## src/dbp_pkg.sv

```systemverilog
// constants and types shared by the drop bus payload indicator mux
`default_nettype none
package dbp_pkg;

	// ----------------------------------------------------------------
	// sizes
	// ----------------------------------------------------------------
	localparam int ADDR_W = 16;
	localparam int DATA_W = 8;
	localparam int NUM_CH = 3;
	localparam int FIFO_DEPTH = 8;

	// ----------------------------------------------------------------
	// register map (byte addresses)
	// ----------------------------------------------------------------
	localparam logic [15:0] LINE_DRIVE_CH1_OFS = 16'h2F80;
	localparam logic [15:0] LINE_DRIVE_CH2_OFS = 16'h3F80;
	localparam logic [15:0] LINE_DRIVE_CH3_OFS = 16'h4F80;
	localparam logic [15:0] TB_ENABLE_OFS = 16'h0010;
	localparam logic [15:0] PIN_STATUS_OFS = 16'h0014;

	// ----------------------------------------------------------------
	// fields and reset values
	// ----------------------------------------------------------------
	localparam int GP_OUT_LEVEL_BIT = 4;
	localparam int STAT_PIN_POS = 0;
	localparam int STAT_FIFO_POS = 3;
	localparam logic [7:0] LINE_DRIVE_RST = 8'h00;
	localparam logic [2:0] TB_ENABLE_RST = 3'h0;
	localparam logic PIN_RST = 1'b0;
	localparam logic [1:0] CH_NONE = 2'h3;

	// ----------------------------------------------------------------
	// clocking of the drop bus
	// ----------------------------------------------------------------
	localparam real CLK_MHZ = 40.0;
	localparam real DROP_CLK_MHZ = 19.44;

	// one byte on the drop bus with its overhead marker
	typedef struct packed {
		logic toh;
		logic [7:0] data;
	} dbp_byte_t;

	// function of each shared pin
	typedef enum logic [1:0] {
		PIN_GPO = 2'b01,
		PIN_PAYLOAD = 2'b10
	} dbp_pin_mode_t;

endpackage
`default_nettype wire

```

## src/dbp_pin_mux.sv

```systemverilog
// drop bus payload indicator / general purpose pin mux with byte fifo
`timescale 1ns/100ps
`default_nettype none

// ----------------------------------------------------------------
// byte fifo with registered full and empty flags
// ----------------------------------------------------------------
module dbp_fifo #(
	parameter int WIDTH = 9,
	parameter int DEPTH = dbp_pkg::FIFO_DEPTH
) (
	input wire logic clk, // system clock
	input wire logic srst, // sync reset, high
	input wire logic [WIDTH-1:0] inData, // word to store
	input wire logic inValid, // word offered
	output logic inReady, // room for a word
	output logic [WIDTH-1:0] outData, // oldest word
	output logic outValid, // oldest word present
	input wire logic outReady // drain side takes word
);
	localparam int AW = $clog2(DEPTH);

	logic [WIDTH-1:0] mem [DEPTH];
	logic [AW-1:0] wrPtr_q;
	logic [AW-1:0] rdPtr_q;
	logic [AW:0] cnt_q;
	logic [AW:0] cnt_d;
	logic full_q;
	logic room_q;
	logic empty_q;
	logic push;
	logic pop;

	// flags come from flops so that the ready seen outside is clean
	assign push = inValid && !full_q;
	assign pop = outReady && !empty_q;
	assign inReady = room_q;
	assign outValid = !empty_q;
	assign outData = mem[rdPtr_q];

	// occupancy after this edge
	always_comb begin
		cnt_d = cnt_q;
		if (push && !pop) begin
			cnt_d = cnt_q + 1'b1;
		end else if (pop && !push) begin
			cnt_d = cnt_q - 1'b1;
		end
	end

	// storage, no reset needed on the array
	always_ff @(posedge clk) begin
		if (push) begin
			mem[wrPtr_q] <= inData;
		end
	end

	// pointers wrap naturally, depth must be a power of two
	always_ff @(posedge clk) begin
		if (srst) begin
			wrPtr_q <= '0;
			rdPtr_q <= '0;
		end else begin
			if (push) begin
				wrPtr_q <= wrPtr_q + 1'b1;
			end
			if (pop) begin
				rdPtr_q <= rdPtr_q + 1'b1;
			end
		end
	end

	// count and flags
	always_ff @(posedge clk) begin
		if (srst) begin
			cnt_q <= '0;
			full_q <= 1'b0;
			room_q <= 1'b1;
			empty_q <= 1'b1;
		end else begin
			cnt_q <= cnt_d;
			full_q <= (cnt_d == (AW+1)'(DEPTH));
			room_q <= (cnt_d != (AW+1)'(DEPTH));
			empty_q <= (cnt_d == '0);
		end
	end
endmodule // dbp_fifo

module dbp_pin_mux #(
	parameter int DEPTH = dbp_pkg::FIFO_DEPTH
) (
	input wire logic clk, // bus clock, rising edge
	input wire logic srst, // sync reset, high
	input wire logic [15:0] regAddr, // register byte address
	input wire logic [7:0] regWdata, // register write data
	input wire logic regWr, // write strobe
	input wire logic regRd, // read strobe
	output logic [7:0] regRdata, // read data, cycle after strobe
	input wire dbp_pkg::dbp_byte_t inByte [3], // bytes from framer
	input wire logic [2:0] inValid, // byte offered per channel
	output logic [2:0] inReady, // fifo room per channel
	input wire logic [2:0] outReady, // downstream takes byte
	output logic [2:0] dropValid, // byte present on drop data
	output logic [7:0] dropDataCh1, // drop data, channel 1
	output logic [7:0] dropDataCh2, // drop data, channel 2
	output logic [7:0] dropDataCh3, // drop data, channel 3
	output logic dropPayloadFlagCh1, // shared pin, channel 1
	output logic dropPayloadFlagCh2, // shared pin, channel 2
	output logic dropPayloadFlagCh3 // shared pin, channel 3
);

	// ----------------------------------------------------------------
	// registers and state
	// ----------------------------------------------------------------
	logic [7:0] lineDrive_q [3];
	logic [2:0] tbEnable_q;
	logic [7:0] regRdata_q;
	logic [7:0] dropData_q [3];
	logic [2:0] dropValid_q;
	logic [2:0] pin_q;
	logic [2:0] fifoReady;
	logic [2:0] fifoValid;
	logic [2:0] take;
	dbp_pkg::dbp_byte_t fifoByte [3];
	dbp_pkg::dbp_pin_mode_t mode [3];

	// map a byte address onto a line drive channel, CH_NONE if none
	function automatic logic [1:0] chanOf(input logic [15:0] a);
		logic [1:0] c;
		c = dbp_pkg::CH_NONE;
		if (a == dbp_pkg::LINE_DRIVE_CH1_OFS) begin
			c = 2'h0;
		end else if (a == dbp_pkg::LINE_DRIVE_CH2_OFS) begin
			c = 2'h1;
		end else if (a == dbp_pkg::LINE_DRIVE_CH3_OFS) begin
			c = 2'h2;
		end
		return c;
	endfunction

	// ----------------------------------------------------------------
	// register writes
	// ----------------------------------------------------------------

	// line drive registers, bit 4 is the pin level in gpo mode
	always_ff @(posedge clk) begin
		if (srst) begin
			for (int i = 0; i < 3; i++) begin
				lineDrive_q[i] <= dbp_pkg::LINE_DRIVE_RST;
			end
		end else if (regWr && chanOf(regAddr) != dbp_pkg::CH_NONE) begin
			lineDrive_q[chanOf(regAddr)] <= regWdata;
		end
	end

	// telecom bus interface enables, one bit per channel
	always_ff @(posedge clk) begin
		if (srst) begin
			tbEnable_q <= dbp_pkg::TB_ENABLE_RST;
		end else if (regWr && regAddr == dbp_pkg::TB_ENABLE_OFS) begin
			tbEnable_q <= regWdata[2:0];
		end
	end

	// ----------------------------------------------------------------
	// register reads
	// ----------------------------------------------------------------

	// data stand one cycle only; unmapped addresses read zero
	always_ff @(posedge clk) begin
		if (srst || !regRd) begin
			regRdata_q <= 8'h00;
		end else if (chanOf(regAddr) != dbp_pkg::CH_NONE) begin
			regRdata_q <= lineDrive_q[chanOf(regAddr)];
		end else if (regAddr == dbp_pkg::TB_ENABLE_OFS) begin
			regRdata_q <= {5'h00, tbEnable_q};
		end else if (regAddr == dbp_pkg::PIN_STATUS_OFS) begin
			regRdata_q <= {2'h0, fifoValid, pin_q};
		end else begin
			regRdata_q <= 8'h00;
		end
	end

	// ----------------------------------------------------------------
	// per channel data path and pin
	// ----------------------------------------------------------------
	for (genvar ch = 0; ch < 3; ch++) begin : g_ch

		dbp_fifo #(
			.WIDTH($bits(dbp_pkg::dbp_byte_t)),
			.DEPTH(DEPTH)
		) u_fifo (
			.clk(clk),
			.srst(srst),
			.inData(inByte[ch]),
			.inValid(inValid[ch]),
			.inReady(fifoReady[ch]),
			.outData(fifoByte[ch]),
			.outValid(fifoValid[ch]),
			.outReady(outReady[ch])
		);

		// a byte leaves the fifo when downstream is ready
		assign take[ch] = fifoValid[ch] && outReady[ch];

		// pin function from the interface enable
		assign mode[ch] = tbEnable_q[ch] ? dbp_pkg::PIN_PAYLOAD :
			dbp_pkg::PIN_GPO;

		// data stage, loaded on the same edge as the pin
		always_ff @(posedge clk) begin
			if (srst) begin
				dropData_q[ch] <= 8'h00;
				dropValid_q[ch] <= 1'b0;
			end else begin
				dropValid_q[ch] <= take[ch];
				if (take[ch]) begin
					dropData_q[ch] <= fifoByte[ch].data;
				end
			end
		end

		// pin mux; idle clocks carry no overhead, so read high
		always_ff @(posedge clk) begin
			if (srst) begin
				pin_q[ch] <= dbp_pkg::PIN_RST;
			end else begin
				case (mode[ch])
					dbp_pkg::PIN_PAYLOAD: begin
						if (take[ch]) begin
							pin_q[ch] <= !fifoByte[ch].toh;
						end else begin
							pin_q[ch] <= 1'b1;
						end
					end
					dbp_pkg::PIN_GPO: begin
						pin_q[ch] <=
							lineDrive_q[ch][dbp_pkg::GP_OUT_LEVEL_BIT];
					end
					default: begin
						pin_q[ch] <= dbp_pkg::PIN_RST;
					end
				endcase
			end
		end

	end

	// ----------------------------------------------------------------
	// outputs
	// ----------------------------------------------------------------
	assign regRdata = regRdata_q;
	assign inReady = fifoReady;
	assign dropValid = dropValid_q;
	assign dropDataCh1 = dropData_q[0];
	assign dropDataCh2 = dropData_q[1];
	assign dropDataCh3 = dropData_q[2];
	assign dropPayloadFlagCh1 = pin_q[0];
	assign dropPayloadFlagCh2 = pin_q[1];
	assign dropPayloadFlagCh3 = pin_q[2];
endmodule // dbp_pin_mux
`default_nettype wire

```

## config.mk

```make
export PLATFORM = sky130hd
export DESIGN_NAME = dbp_pin_mux
export DESIGN_NICKNAME = d
export VERILOG_FILES = /design/src/dbp_pkg.sv /design/src/dbp_pin_mux.sv
export SDC_FILE = /design/constraint.sdc
export NUM_CORES = 1
export LEC_CHECK = 0
export BUFFER_PORTS_ARGS = -buffer_cell sky130_fd_sc_hd__clkbuf_2
export CAP_MARGIN = 10
export CORE_MARGIN = 2
export CORE_UTILIZATION = 30
export CTS_CLUSTER_SIZE = 25
export DETAILED_ROUTE_END_ITERATION = 7
export HOLD_SLACK_MARGIN = 0.05
export PLACE_DENSITY = 0.48
export SLEW_MARGIN = 5
export SYNTH_ARGS = -nofsm -noshare
export SYNTH_HDL_FRONTEND = slang
export SYNTH_SLANG_ARGS = --single-unit
```

## constraint.sdc

```tcl
create_clock -name clk -period 3.05 [get_ports clk]
set_clock_uncertainty 0.2 [all_clocks]
set_input_delay 0.915 -clock clk [delete_from_list [all_inputs] [get_ports clk]]
set_output_delay 0.915 -clock clk [all_outputs]
set_load 0.05 [all_outputs]
```

### After elaboration in Yosys (flattened, before gate mapping)

Memory sizes are Yosys's and may differ from the RTL's. A register that Yosys moved wholly into a read port is not among the register bits.
Index checks and enable logic that the tools add are counted.
W data, S select, Z words.

* add/sub/neg operators: 12
* equal/unequal tests: 19
* multiplexer cells: 59
* bitwise operators: 3
* reduce and logical (&&, ||, !) cells: 35

Operators with widths (count)
* $mux W8: 5
* $eq A16 B14 Y1 const B: 2
* $eq A16 B5 Y1 const B: 2
* $mux W1: 25
* $mux W2: 12
* $mux W4: 6
* $add A3 B1 Y3 const B: 6
* $mux W3: 6
* $eq A16 B15 Y1 const B: 1
* $logic_not A1 Y1: 16
* $logic_and A1 B1 Y1: 14
* $add A4 B1 Y4 const B: 3
* $eq A4 B4 Y1 const B: 3
* $logic_not A4 Y1: 3
* $mux W6: 2
* $ne A4 B4 Y1 const B: 3
* $sub A4 B1 Y4 const B: 3
* $reduce_or A8 Y1: 1
* $eq A2 B1 Y1 const B: 3
* $eq A2 B2 Y1 const B: 3
* $pmux W1 S2: 3
* $ne A2 B2 Y1 const B: 2
* $or A1 B1 Y1: 3
* $logic_or A1 B1 Y1: 1

* register bits after elaboration: 56
* RAM bits: 264
* input bits: 61
* output and inout port bits: 41
* logic and storage cells: 159
* memories kept: 5

Memory list
* g_ch[0].u_fifo.mem: depth 8, bits a word 9, rd ports 1, clocked after memory_dff 1, wr ports 1, line dbp_pin_mux.sv:23 `logic [WIDTH-1:0] mem [DEPTH];`
* g_ch[1].u_fifo.mem: depth 8, bits a word 9, rd ports 1, clocked after memory_dff 1, wr ports 1, line dbp_pin_mux.sv:23
* g_ch[2].u_fifo.mem: depth 8, bits a word 9, rd ports 1, clocked after memory_dff 1, wr ports 1, line dbp_pin_mux.sv:23
* dropData_q: depth 3, bits a word 8, rd ports 3, clocked after memory_dff 0, wr ports 3, line dbp_pin_mux.sv:118 `logic [7:0] dropData_q [3];`
* lineDrive_q: depth 3, bits a word 8, rd ports 4, clocked after memory_dff 0, wr ports 3, line dbp_pin_mux.sv:115 `logic [7:0] lineDrive_q [3];`

### Logic depth before layout (Yosys ltp)

Gate-level depths: netlist (run 1).

* depth in word-level cells: 12
* gate-level depth with buffers: 7
* gate-level depth less buffers: 6

### Cells and area by module

From an unflattened synthesis (run 1), not the netlist that was laid out.

* cell total of the unflattened synthesis: 784
* area, all modules: 13360.3 µm²

By module, submodules not included
* dbp_fifo (g_ch[0].u_fifo ...): instances 2, cells an instance 189, area each 3513.4 µm², sequential area each 2482.4 µm²
* dbp_fifo (g_ch[1].u_fifo): instances 1, cells an instance 188, area each 3514.6 µm², sequential area each 2482.4 µm²
* dbp_pin_mux: instances 1, cells an instance 218, area each 2819.0 µm², sequential area each 1781.7 µm²

### Least setup slack after synthesis (run 1)

OpenSTA, ideal clock, no wires.

* kind: input -> register
* start: in regAddr[2]
* end: mem lineDrive_q[1][0] (enable)
* arrival time: 2.216 ns
* required time: 2.541 ns
* slack: 0.325 ns
* cell stages on the path: 6
* buffers on the path: 1
* cells stage by stage: buf_6 -> nor4_4 -> nand4_2 -> or2_4 -> nor3b_2 -> or2_2

RTL lines
* start, declared: line dbp_pin_mux.sv:94 `input wire logic [15:0] regAddr,`
* end, declared: line dbp_pin_mux.sv:115

==> results of run 1 <==
[routing by layer]
| layer | up-vias | track usage [%] |
|---|---|---|
| met5 | - | 0 |
| met4 | 0 | 4.54 |
| met3 | 57 | 2.88 |
| met2 | 134 | 19.7 |
| met1 | 3451 | 17.1 |
| li1 | 3305 | - |
[flip-flops by register name, indices dropped and copies added, names as in the netlist, 3 cells and up, named ones only]
register,cells
dropData_q,24
dropValid,3
g_ch.u_fifo.cnt_q,12
g_ch.u_fifo.empty_q,3
g_ch.u_fifo.full_q,3
g_ch.u_fifo.inReady,3
g_ch.u_fifo.mem,216
g_ch.u_fifo.rdPtr_q,9
g_ch.u_fifo.wrPtr_q,9
lineDrive_q,24
regRdata,8
tbEnable_q,3
[where the power goes]
group	internal, mW	leakage [nW]	switching [mW]
logic	0.587	1.79	0.839
registers	5.11	2.97	0.169
clock network	2.87	0.615	1.80
total	8.56	5.37	2.81
[area by class of cell]
type	count	area share [%]
clock inverter	20	1.73
timing repair buffer	145	5.37
inverter	12	0.289
clock buffer	49	6.51
sequential	329	59.3
multi-input combinational	410	22.4
tap	546	4.39
[cells by family after synthesis]
group | synth area share (%)
xor gates and xnor gates | 1.36
and+or+nand+nor | 9.41
buffers and inverters | 1.52
DFF | 71.4
adders and majority gates | 1.16
AOI/OAI and AO/OA | 2.38
muxes | 12.7
[worst max path at each step]
stage,from,endpoint,cells after the start
final,dropData_q[0][1]$_SDFFCE_PN0P_,dropDataCh1[1],1
after floorplan,regAddr[2],lineDrive_q[1][0]$_SDFFCE_PN0P_,6
after global routing,flop,dropData_q[1][4]$_SDFFCE_PN0P_,4
after global placement,regAddr[1],lineDrive_q[1][3]$_SDFFCE_PN0P_,6
after detailed placement,regAddr[1],lineDrive_q[0][5]$_SDFFCE_PN0P_,6
after CTS,dropData_q[0][1]$_SDFFCE_PN0P_,dropDataCh1[1],1
[placed cells by master (no fill, tap or decap), types with 16 or more instances in the layout]
cell	count
dfxtp_1	65
clkbuf_2	101
edfxtp_1	264
and2_1	25
nand2_1	44
buf_4	44
mux2i_1	35
nor2_1	88
mux4_2	54
nand2b_1	16
clkbuf_16	39
[stage by stage]
stage          util, %  setup WS (ps)  area, um^2  hold slack, ps
3_3_place_gp      33.4            246       14300             273
4_1_cts           36.4            687       15600             284
3_5_place_dp      33.4            218       14300             275
5_1_grt           36.4            592       15600             317
6_report          36.4            732       15600             281
2_1_floorplan        -            325       12900             247
==> results.py, run 1 <==
metrics = {
    "outcome": {
        "status": "complete, no violations",
    },
    "cts": {
        "clkLatencyLatePin_ps": 550,
        "post_cts_buffers": 0,
        "cts_tree": "done",
        "clockBufferDepth": 3,
        "root_buffer": "clkbuf_16",
        "clkTransAtPathRegs_ps": 60,
        "cts_sinks": 329,
        "cts_resized": 0,
        "cts_max_level": 2,
        "numCtsBuffers": 38,
        "hold_buffers": 0,
    },
    "hold_path": {
        "worstHoldStart": "g_ch[2].u_fifo.rdPtr_q[1]$_SDFFE_PP0P_",
        "hold_depth": 2,
        "min_to": "g_ch[2].u_fifo.rdPtr_q[1]$_SDFFE_PP0P_",
        "hold_path_class": "reg2reg",
    },
    "placed_design": {
        "placedCellCount": 1442,
        "dpl.hpwl_mm": 17.7,
        "gp_congestion": 0.783,
        "io_buffers": 101,
    },
    "synthesis": {
        "ys_seq_area_share_pct": 71.4,
        "synth_edf_count": 264,
        "synth-seq-cells": 329,
        "async_reset_ff_share_pct": 0,
        "post-synth-top-count-cell": "edfxtp_1",
        "yosys-top-cells-area": "edfxtp_1 (61%), dfxtp_1 (10%), mux4_2 (9.4%)",
        "synth_top_area_cell": "edfxtp_1",
        "synth_area_per_cell_um2": 16.5,
        "ys_types": 55,
        "synthCells": 782,
        "yosys_warnings": 0,
        "ys.flop_type": "edfxtp_1",
        "mappedNetlistNets": 855,
        "synth_common_cells": "edfxtp_1 (264), nor2_1 (88), dfxtp_1 (65), mux4_2 (54), nand2_1 (44)",
        "synthesis.area_um2": 12900,
        "synth_top_area_share_pct": 61.4,
    },
    "routing": {
        "top_layer_used": "met4",
        "vias": 6947,
        "postRouteAntennaNets": 0,
        "drt_iter0_drc": 352,
        "wl_mm": 27.5,
        "drt-pass1-iter-count": 4,
        "routed_wire_length_per_instance_um": 18.2,
        "wl_met1_mm": 12.9,
        "wl_met3_mm": 1.12,
        "vias_per_cell": 4.60,
        "wl_met2_mm": 12.7,
        "drcViolationCount": 0,
    },
    "setup_path": {
        "crit_path_max_fanout": 1,
        "cp_data_arrival_time_ps": 1200,
        "reg2reg_setup_slack_ps": 760,
        "end_kind": "output port",
        "crit_slowest_cell": "edfxtp_1",
        "rr_endpoint": "dropData_q[1][4]$_SDFFCE_PN0P_",
        "crit_buf_inv": 1,
        "critical_path.cell_chain": "clkbuf_2",
        "cp.required_ps": 1930,
        "critPathKind": "reg2out",
        "start_kind": "flop",
        "rr_worst_depth": 4,
        "slowest_delay_ps": 400,
        "cp_top_family": "flip-flops",
    },
    "sta": {
        "rsz0062_at_grt": "no",
        "tightest_slew_ps": 722,
        "min_period_ps": 2320,
        "hold_viol": 0,
        "tns_ps": 0,
        "maxSlewHeadroom_pct": 51.8,
        "final.period_utilization_pct": 76.0,
        "setup_viol": 0,
        "maxSlewViolCount": 0,
        "max_freq_mhz": 431,
    },
    "power_and_ir_drop": {
        "powerDensity_nw_per_um2": 730,
        "power.leakage_nw": 5.37,
        "power.total_mw": 11.4,
        "vdd_ir_drop_max_mv": 0.378,
    },
    "layout": {
        "area_growth_pct": 20.5,
        "multi_input_area_um2": 3490,
        "nets": 1009,
        "final.fill_count": 4089,
        "drive_gt1_share_pct": 28.3,
        "seqCellArea_um2": 9230,
        "fin_cells": 1511,
        "n_antenna_cell": 0,
    },
    "floorplanning": {
        "core-area_um2": 42800,
        "fp.dieH_um": 212,
        "ios": 102,
        "die_w_um": 212,
        "initial_core_util_pct": 30.2,
        "row_count": 76,
        "die-area_um2": 44700,
    },
    "global_routing": {
        "grt_pass1_wl_mm": 42.0,
        "gr-total-overflow": 0,
        "grt_max_degree": 48,
        "grtUsageTotal_pct": 12.6,
        "grt_antenna_before_repair": 0,
        "grt_pass1_vias": 7010,
    },
    "flow_run": {
        "cap_violations": 0,
    },
}
(Power assumes the default switching activity.)
==> inputs of run 2 (changes only) <==
==> constraint.sdc (replaced) <==
create_clock -name clk -period 2.3 [get_ports clk]
set_clock_uncertainty 0.2 [all_clocks]
set_input_delay 0.69 -clock clk [delete_from_list [all_inputs] [get_ports clk]]
set_output_delay 0.69 -clock clk [all_outputs]
set_load 0.05 [all_outputs]
==> run 2 against run 1 <==
  * First-iteration DRC count decreased by 2.6%
  * Routed wire length is 3.1% higher
  * Register-to-register slack got worse by 570 ps
  * Critical path depth unchanged
  * Highest routed layer unchanged
  * Non-clock buffer count grew 47
  * Largest power group unchanged
==> results.py, run 2 (same netlist as run 1, synthesis figures left out) <==
metrics = {
    "floorplanning": {
        "die_w_um": 212,
        "row_count": 76,
        "core-area_um2": 42800,
        "fp.dieH_um": 212,
        "ios": 102,
        "die-area_um2": 44700,
        "initial_core_util_pct": 30.2,
    },
    "power_and_ir_drop": {
        "powerDensity_nw_per_um2": 947,
        "p_sw_mw": 3.80,
        "power.leakage_nw": 5.65,
        "intPower_mw": 11.4,
        "pwr-share-clk_pct": 40.2,
        "power_frac_seq_pct": 46.0,
        "p_sw_share_pct": 25.0,
        "vdd_ir_drop_max_mv": 0.414,
        "power.total_mw": 15.2,
        "pwr-share-comb_pct": 13.8,
    },
    "setup_path": {
        "slowest_delay_ps": 400,
        "cp_top_family": "flip-flops",
        "crit_path_max_fanout": 2,
        "critical_path.cell_chain": "clkbuf_2",
        "critPathKind": "reg2out",
        "r2r-start": "g_ch[0].u_fifo.cnt_q[0]$_SDFF_PP0_",
        "crit_buf_inv": 1,
        "rr_worst_depth": 6,
        "end_kind": "output port",
        "crit_slowest_cell": "dfxtp_1",
        "worst-path-stages": 1,
        "start_kind": "flop",
        "cp.required_ps": 1410,
        "crit_path_start": "dropPayloadFlagCh1$_SDFF_PP0_",
        "cp_data_arrival_time_ps": 1230,
    },
    "sta": {
        "hold_viol": 0,
        "final.period_utilization_pct": 92.3,
        "min_period_ps": 2120,
        "holdWs_ps": 227,
        "setup_viol": 0,
        "rsz0062_at_grt": "no",
        "worst_slack_ps": 176,
        "max_freq_mhz": 471,
        "tightest_slew_ps": 479,
        "maxSlewViolCount": 0,
        "maxSlewHeadroom_pct": 68.0,
    },
    "cts": {
        "post_cts_buffers": 0,
        "clkTransAtPathRegs_ps": 50,
        "clockBufferDepth": 3,
        "cts_max_level": 2,
        "root_buffer": "clkbuf_16",
        "cts_resized": 0,
        "hold_buffers": 0,
        "cts_tree": "done",
        "cts_sinks": 329,
        "numCtsBuffers": 39,
        "clkLatencyLatePin_ps": 540,
    },
    "layout": {
        "largest_reg_flops": 216,
        "fin_cells": 1561,
        "drive_gt1_share_pct": 32.3,
        "layout_common_cells": "edfxtp_1 (264), clkbuf_2 (101), nor2_1 (88), buf_4 (86), dfxtp_1 (65)",
        "area_growth_pct": 24.0,
        "nets": 1057,
        "largest-register": "g_ch.u_fifo.mem",
        "fin_area_um2": 16000,
        "reg_top3": "g_ch.u_fifo.mem: 216 flops, dropData_q: 24 flops, lineDrive_q: 24 flops",
        "layout_commonest_cell": "edfxtp_1",
        "n_antenna_cell": 0,
    },
    "outcome": {
        "status": "complete, no violations",
    },
    "global_routing": {
        "met2_usage_pct": 21.1,
        "grt_pass1_vias": 7505,
        "use_met1_pct": 17.6,
        "grtUsageTotal_pct": 13.1,
        "grt_antenna_before_repair": 0,
        "grtUsageMet3_pct": 3.03,
        "busiest_layer": "met2",
        "gr-total-overflow": 0,
        "grt_pass1_wl_mm": 44.2,
        "grt_max_degree": 48,
    },
    "routing": {
        "postRouteAntennaNets": 0,
        "wl_mm": 28.4,
        "routed_wire_length_per_instance_um": 18.2,
        "drcViolationCount": 0,
        "vias_per_cell": 4.55,
        "drt-pass1-iter-count": 4,
        "vias": 7110,
        "drt_iter0_drc": 343,
    },
    "flow_run": {
        "cap_violations": 0,
    },
    "placed_design": {
        "io_buffers": 101,
        "dpl_cell_area_um2": 14700,
        "placedCellCount": 1489,
        "dpl.hpwl_mm": 18.8,
        "gp_congestion": 0.769,
        "dp_slack_ps": -242,
    },
    "hold_path": {
        "hold_path_class": "in2reg",
        "worstHoldStart": "inByte[19]",
        "hold_depth": 1,
    },
}
-- run 2: path summary, 6_finish.rpt --
| path | to | slack, ps |
|---|---|---|
| setup / recovery | dropPayloadFlagCh1 | 180 |
| hold / removal | g_ch[0].u_fifo.mem[3][1]$_DFFE_PP_ | 230 |
| setup reg to reg | g_ch[0].u_fifo.inReady$_SDFF_PP1_ | 190 |
| hold reg to reg | flop | 280 |
-- run 2: per-layer routing --
metal  vias up  part of all wire [%]  wire, um
li1       3398                     -         -
met1      3551                    46     13200
met2       123                    47     13400
met3        38                   4.6      1300
met4         0                   1.9       546
met5         -                     0         0
-- run 2: power groups by stage --
stage	clock [mW]	sequential [mW]	combinational (mW)
2_1_floorplan	0	7.28	1.19
3_3_place_gp	0	7.10	2.13
3_5_place_dp	0	7.11	2.14
4_1_cts	6.32	6.98	2.15
5_1_grt	6.53	7.02	2.32
6_report	6.11	6.98	2.10
-- run 2: cell type report --
cell class                      instances  area [um^2]
Timing Repair Buffer                  192         1250
Inverter                               12         45.0
Sequential cell                       329         9230
Multi-Input combinational cell        410         3540
Tap cell                              546          683
Clock inverter                         18          185
Clock buffer                           54         1090
Fill cell                            4023        26800
-- run 2: through the flow --
stage                     util, %  setup TNS, ps
after CTS                    37.5              0
after floorplan                 -          -1390
after detailed placement     34.5          -9240
after global routing         37.5              0
final                        37.5              0
after global placement       34.5          -8800
==> inputs of run 3 (changes only) <==
--- a/config.mk
+++ b/config.mk
@@ -11,6 +11,7 @@
 export CORE_UTILIZATION = 30
 export CTS_CLUSTER_SIZE = 25
 export DETAILED_ROUTE_END_ITERATION = 7
+export GPL_TIMING_DRIVEN = 0
 export HOLD_SLACK_MARGIN = 0.05
 export PLACE_DENSITY = 0.48
 export SLEW_MARGIN = 5
==> run 3 against run 2 <==
  * First-iteration DRC count is 21% lower
  * Register-to-register slack worse by 70 ps
  * Global-route usage down 0.47 points
  * Die area unchanged
  * Routed wire length is 1.5% lower
  * Power is 3.7% lower
  * Count of clock-buffer cells in the layout is 3 lower
  * Core utilization down 1.3 points
  * Combinational power shrank 8%
  * Critical endpoint is now lineDrive_q[0][6]$_SDFFCE_PN0P_
  * Largest power group unchanged
==> results.py, run 3 (same netlist as run 1, synthesis figures left out) <==
metrics = {
    "setup_path": {
        "crit_buf_inv": 1,
        "cp_data_arrival_time_ps": 2210,
        "start_kind": "input port",
        "reg2reg_setup_slack_ps": 120,
        "crit_path_max_fanout": 8,
        "cp_common_cell": "or2_4",
        "crit_slowest_cell": "or2_4",
        "cp.required_ps": 2310,
        "critPathKind": "in2reg",
        "critical_path.cell_chain": "clkbuf_2, nor4_4, nand4_2, or2_4, nor3_4, or2_4",
        "end_kind": "flop",
        "slowest_delay_ps": 370,
        "cp_top_family": "simple AND/OR/NAND/NOR gates",
    },
    "global_routing": {
        "grt_max_degree": 14,
        "grtUsageTotal_pct": 12.6,
        "grt_pass1_vias": 7014,
        "gr-total-overflow": 0,
        "grt_pass1_wl_mm": 42.3,
        "grt_antenna_before_repair": 0,
    },
    "cts": {
        "clkLatencyLatePin_ps": 520,
        "clockBufferDepth": 3,
        "cts_sinks": 329,
        "cts_tree": "done",
        "root_buffer": "clkbuf_16",
        "clkTransAtPathRegs_ps": 60,
        "cts_max_level": 2,
        "numCtsBuffers": 37,
    },
    "sta": {
        "tightest_slew_ps": 1070,
        "maxSlewViolCount": 0,
        "rsz0062_at_grt": "yes",
        "max_freq_mhz": 455,
        "final.period_utilization_pct": 95.5,
        "maxSlewHeadroom_pct": 28.1,
        "setup_viol": 0,
        "hold_viol": 0,
        "worst_slack_ps": 104,
        "min_period_ps": 2200,
    },
    "floorplanning": {
        "ios": 102,
        "initial_core_util_pct": 30.2,
        "die-area_um2": 44700,
        "fp.dieH_um": 212,
        "die_w_um": 212,
        "row_count": 76,
        "core-area_um2": 42800,
    },
    "hold_path": {
        "hold_path_class": "in2reg",
    },
    "placed_design": {
        "dp_slack_ps": -678,
        "dpl.hpwl_mm": 18.4,
        "gp_congestion": 0.723,
        "placedCellCount": 1430,
        "io_buffers": 100,
    },
    "layout": {
        "layout_common_cells": "edfxtp_1 (264), clkbuf_2 (103), nor2_1 (75), dfxtp_1 (63), mux4_2 (54)",
        "nets": 997,
        "largest-register": "g_ch.u_fifo.mem",
        "drive_gt1_share_pct": 29.0,
        "final.fill_count": 4068,
        "area_growth_pct": 19.6,
        "layout_commonest_cell": "edfxtp_1",
        "fin_cells": 1497,
        "n_antenna_cell": 0,
        "reg_top3": "g_ch.u_fifo.mem: 216 flops, dropData_q: 24 flops, lineDrive_q: 24 flops",
        "largest_reg_flops": 216,
    },
    "power_and_ir_drop": {
        "p_sw_share_pct": 25.1,
        "power_frac_seq_pct": 47.7,
        "intPower_mw": 10.9,
        "pwr-share-clk_pct": 39.0,
        "p_sw_mw": 3.67,
        "pwr-share-comb_pct": 13.3,
        "power.leakage_nw": 5.26,
        "powerDensity_nw_per_um2": 946,
        "vdd_ir_drop_max_mv": 0.551,
    },
    "routing": {
        "vias_per_cell": 4.62,
        "drcViolationCount": 0,
        "vias": 6909,
        "drt_iter0_drc": 271,
        "wl_mm": 28.0,
        "routed_wire_length_per_instance_um": 18.7,
        "drt-pass1-iter-count": 4,
        "postRouteAntennaNets": 0,
    },
    "flow_run": {
        "cap_violations": 0,
    },
    "outcome": {
        "status": "complete, no violations",
    },
}
==> run 3: worst paths after layout <==
path	start	endpoint	cells after the start
min	inByte[8]	g_ch[2].u_fifo.mem[1][8]$_DFFE_PP_	1
min reg2reg	g_ch[0].u_fifo.rdPtr_q[1]$_SDFFE_PP0P_	g_ch[0].u_fifo.rdPtr_q[1]$_SDFFE_PP0P_	2
max reg2reg	g_ch[0].u_fifo.full_q$_SDFF_PP0_	g_ch[0].u_fifo.mem[6][1]$_DFFE_PP_	4
max	regAddr[1]	lineDrive_q[0][6]$_SDFFCE_PN0P_	6
==> run 3: repair_timing <==
| item | in CTS | in global routing |
|---|---|---|
| hold buffers | 0 | 0 |
| setup endpoints to repair | 116 | 104 |
| endpoints found under the hold margin | 0 | 0 |
| resized for setup | 18 | 10 |
| setup buffers | 1 | 3 |
| pin swaps | 2 | 2 |
==> run 3: worst register-to-register path, cell delays in order, from the launching register on <==
cell and delay, ps:
dfxtp_1 310, nor2b_1 90, buf_2 190, nand2b_1 160, nor2_1 840
==> run 3: stage by stage <==
stage / hold WS (ps) / total power, mW / cell area, um^2 / utilization, % / setup TNS [ps]
floorplan: 247 / 8.47 / 13000 / - / -1390
global placement: 276 / 9.02 / 14100 / 33.1 / -139370
detailed placement: 277 / 9.06 / 14200 / 33.1 / -123070
CTS: 226 / 14.8 / 15400 / 36.0 / 0
global route: 246 / 15.3 / 15500 / 36.1 / -895
finish: 253 / 14.6 / 15500 / 36.1 / 0
==> run 3: power groups by stage <==
stage / sequential [mW] / clock (mW) / combinational [mW]
finish: 6.98 / 5.70 / 1.94
floorplan: 7.28 / 0 / 1.19
CTS: 6.98 / 5.89 / 1.98
global route: 7.01 / 6.12 / 2.13
detailed placement: 7.08 / 0 / 1.97
global placement: 7.08 / 0 / 1.95
==> run 3: per-layer routing <==
| layer | part of all wire [%] | up-vias | wire [um] | track usage (%) |
|---|---|---|---|---|
| li1 | - | 3292 | - | - |
| met1 | 45 | 3445 | 12700 | 16.7 |
| met2 | 48 | 123 | 13400 | 20.7 |
| met3 | 4.1 | 49 | 1130 | 2.40 |
| met4 | 2.6 | 0 | 736 | 4.47 |
| met5 | 0 | - | 0 | 0 |
==> run 3: final cells by class <==
type                            instances  area [um^2]  area share (%)
Sequential cell                       329         9230            59.7
Inverter                               12         45.0           0.291
Clock buffer                           51         1040            6.73
Tap cell                              546          683            4.42
Buffer                                 28          156            1.01
Clock inverter                         15          141           0.915
Timing Repair Buffer                  106          553            3.58
Multi-Input combinational cell        410         3610            23.3
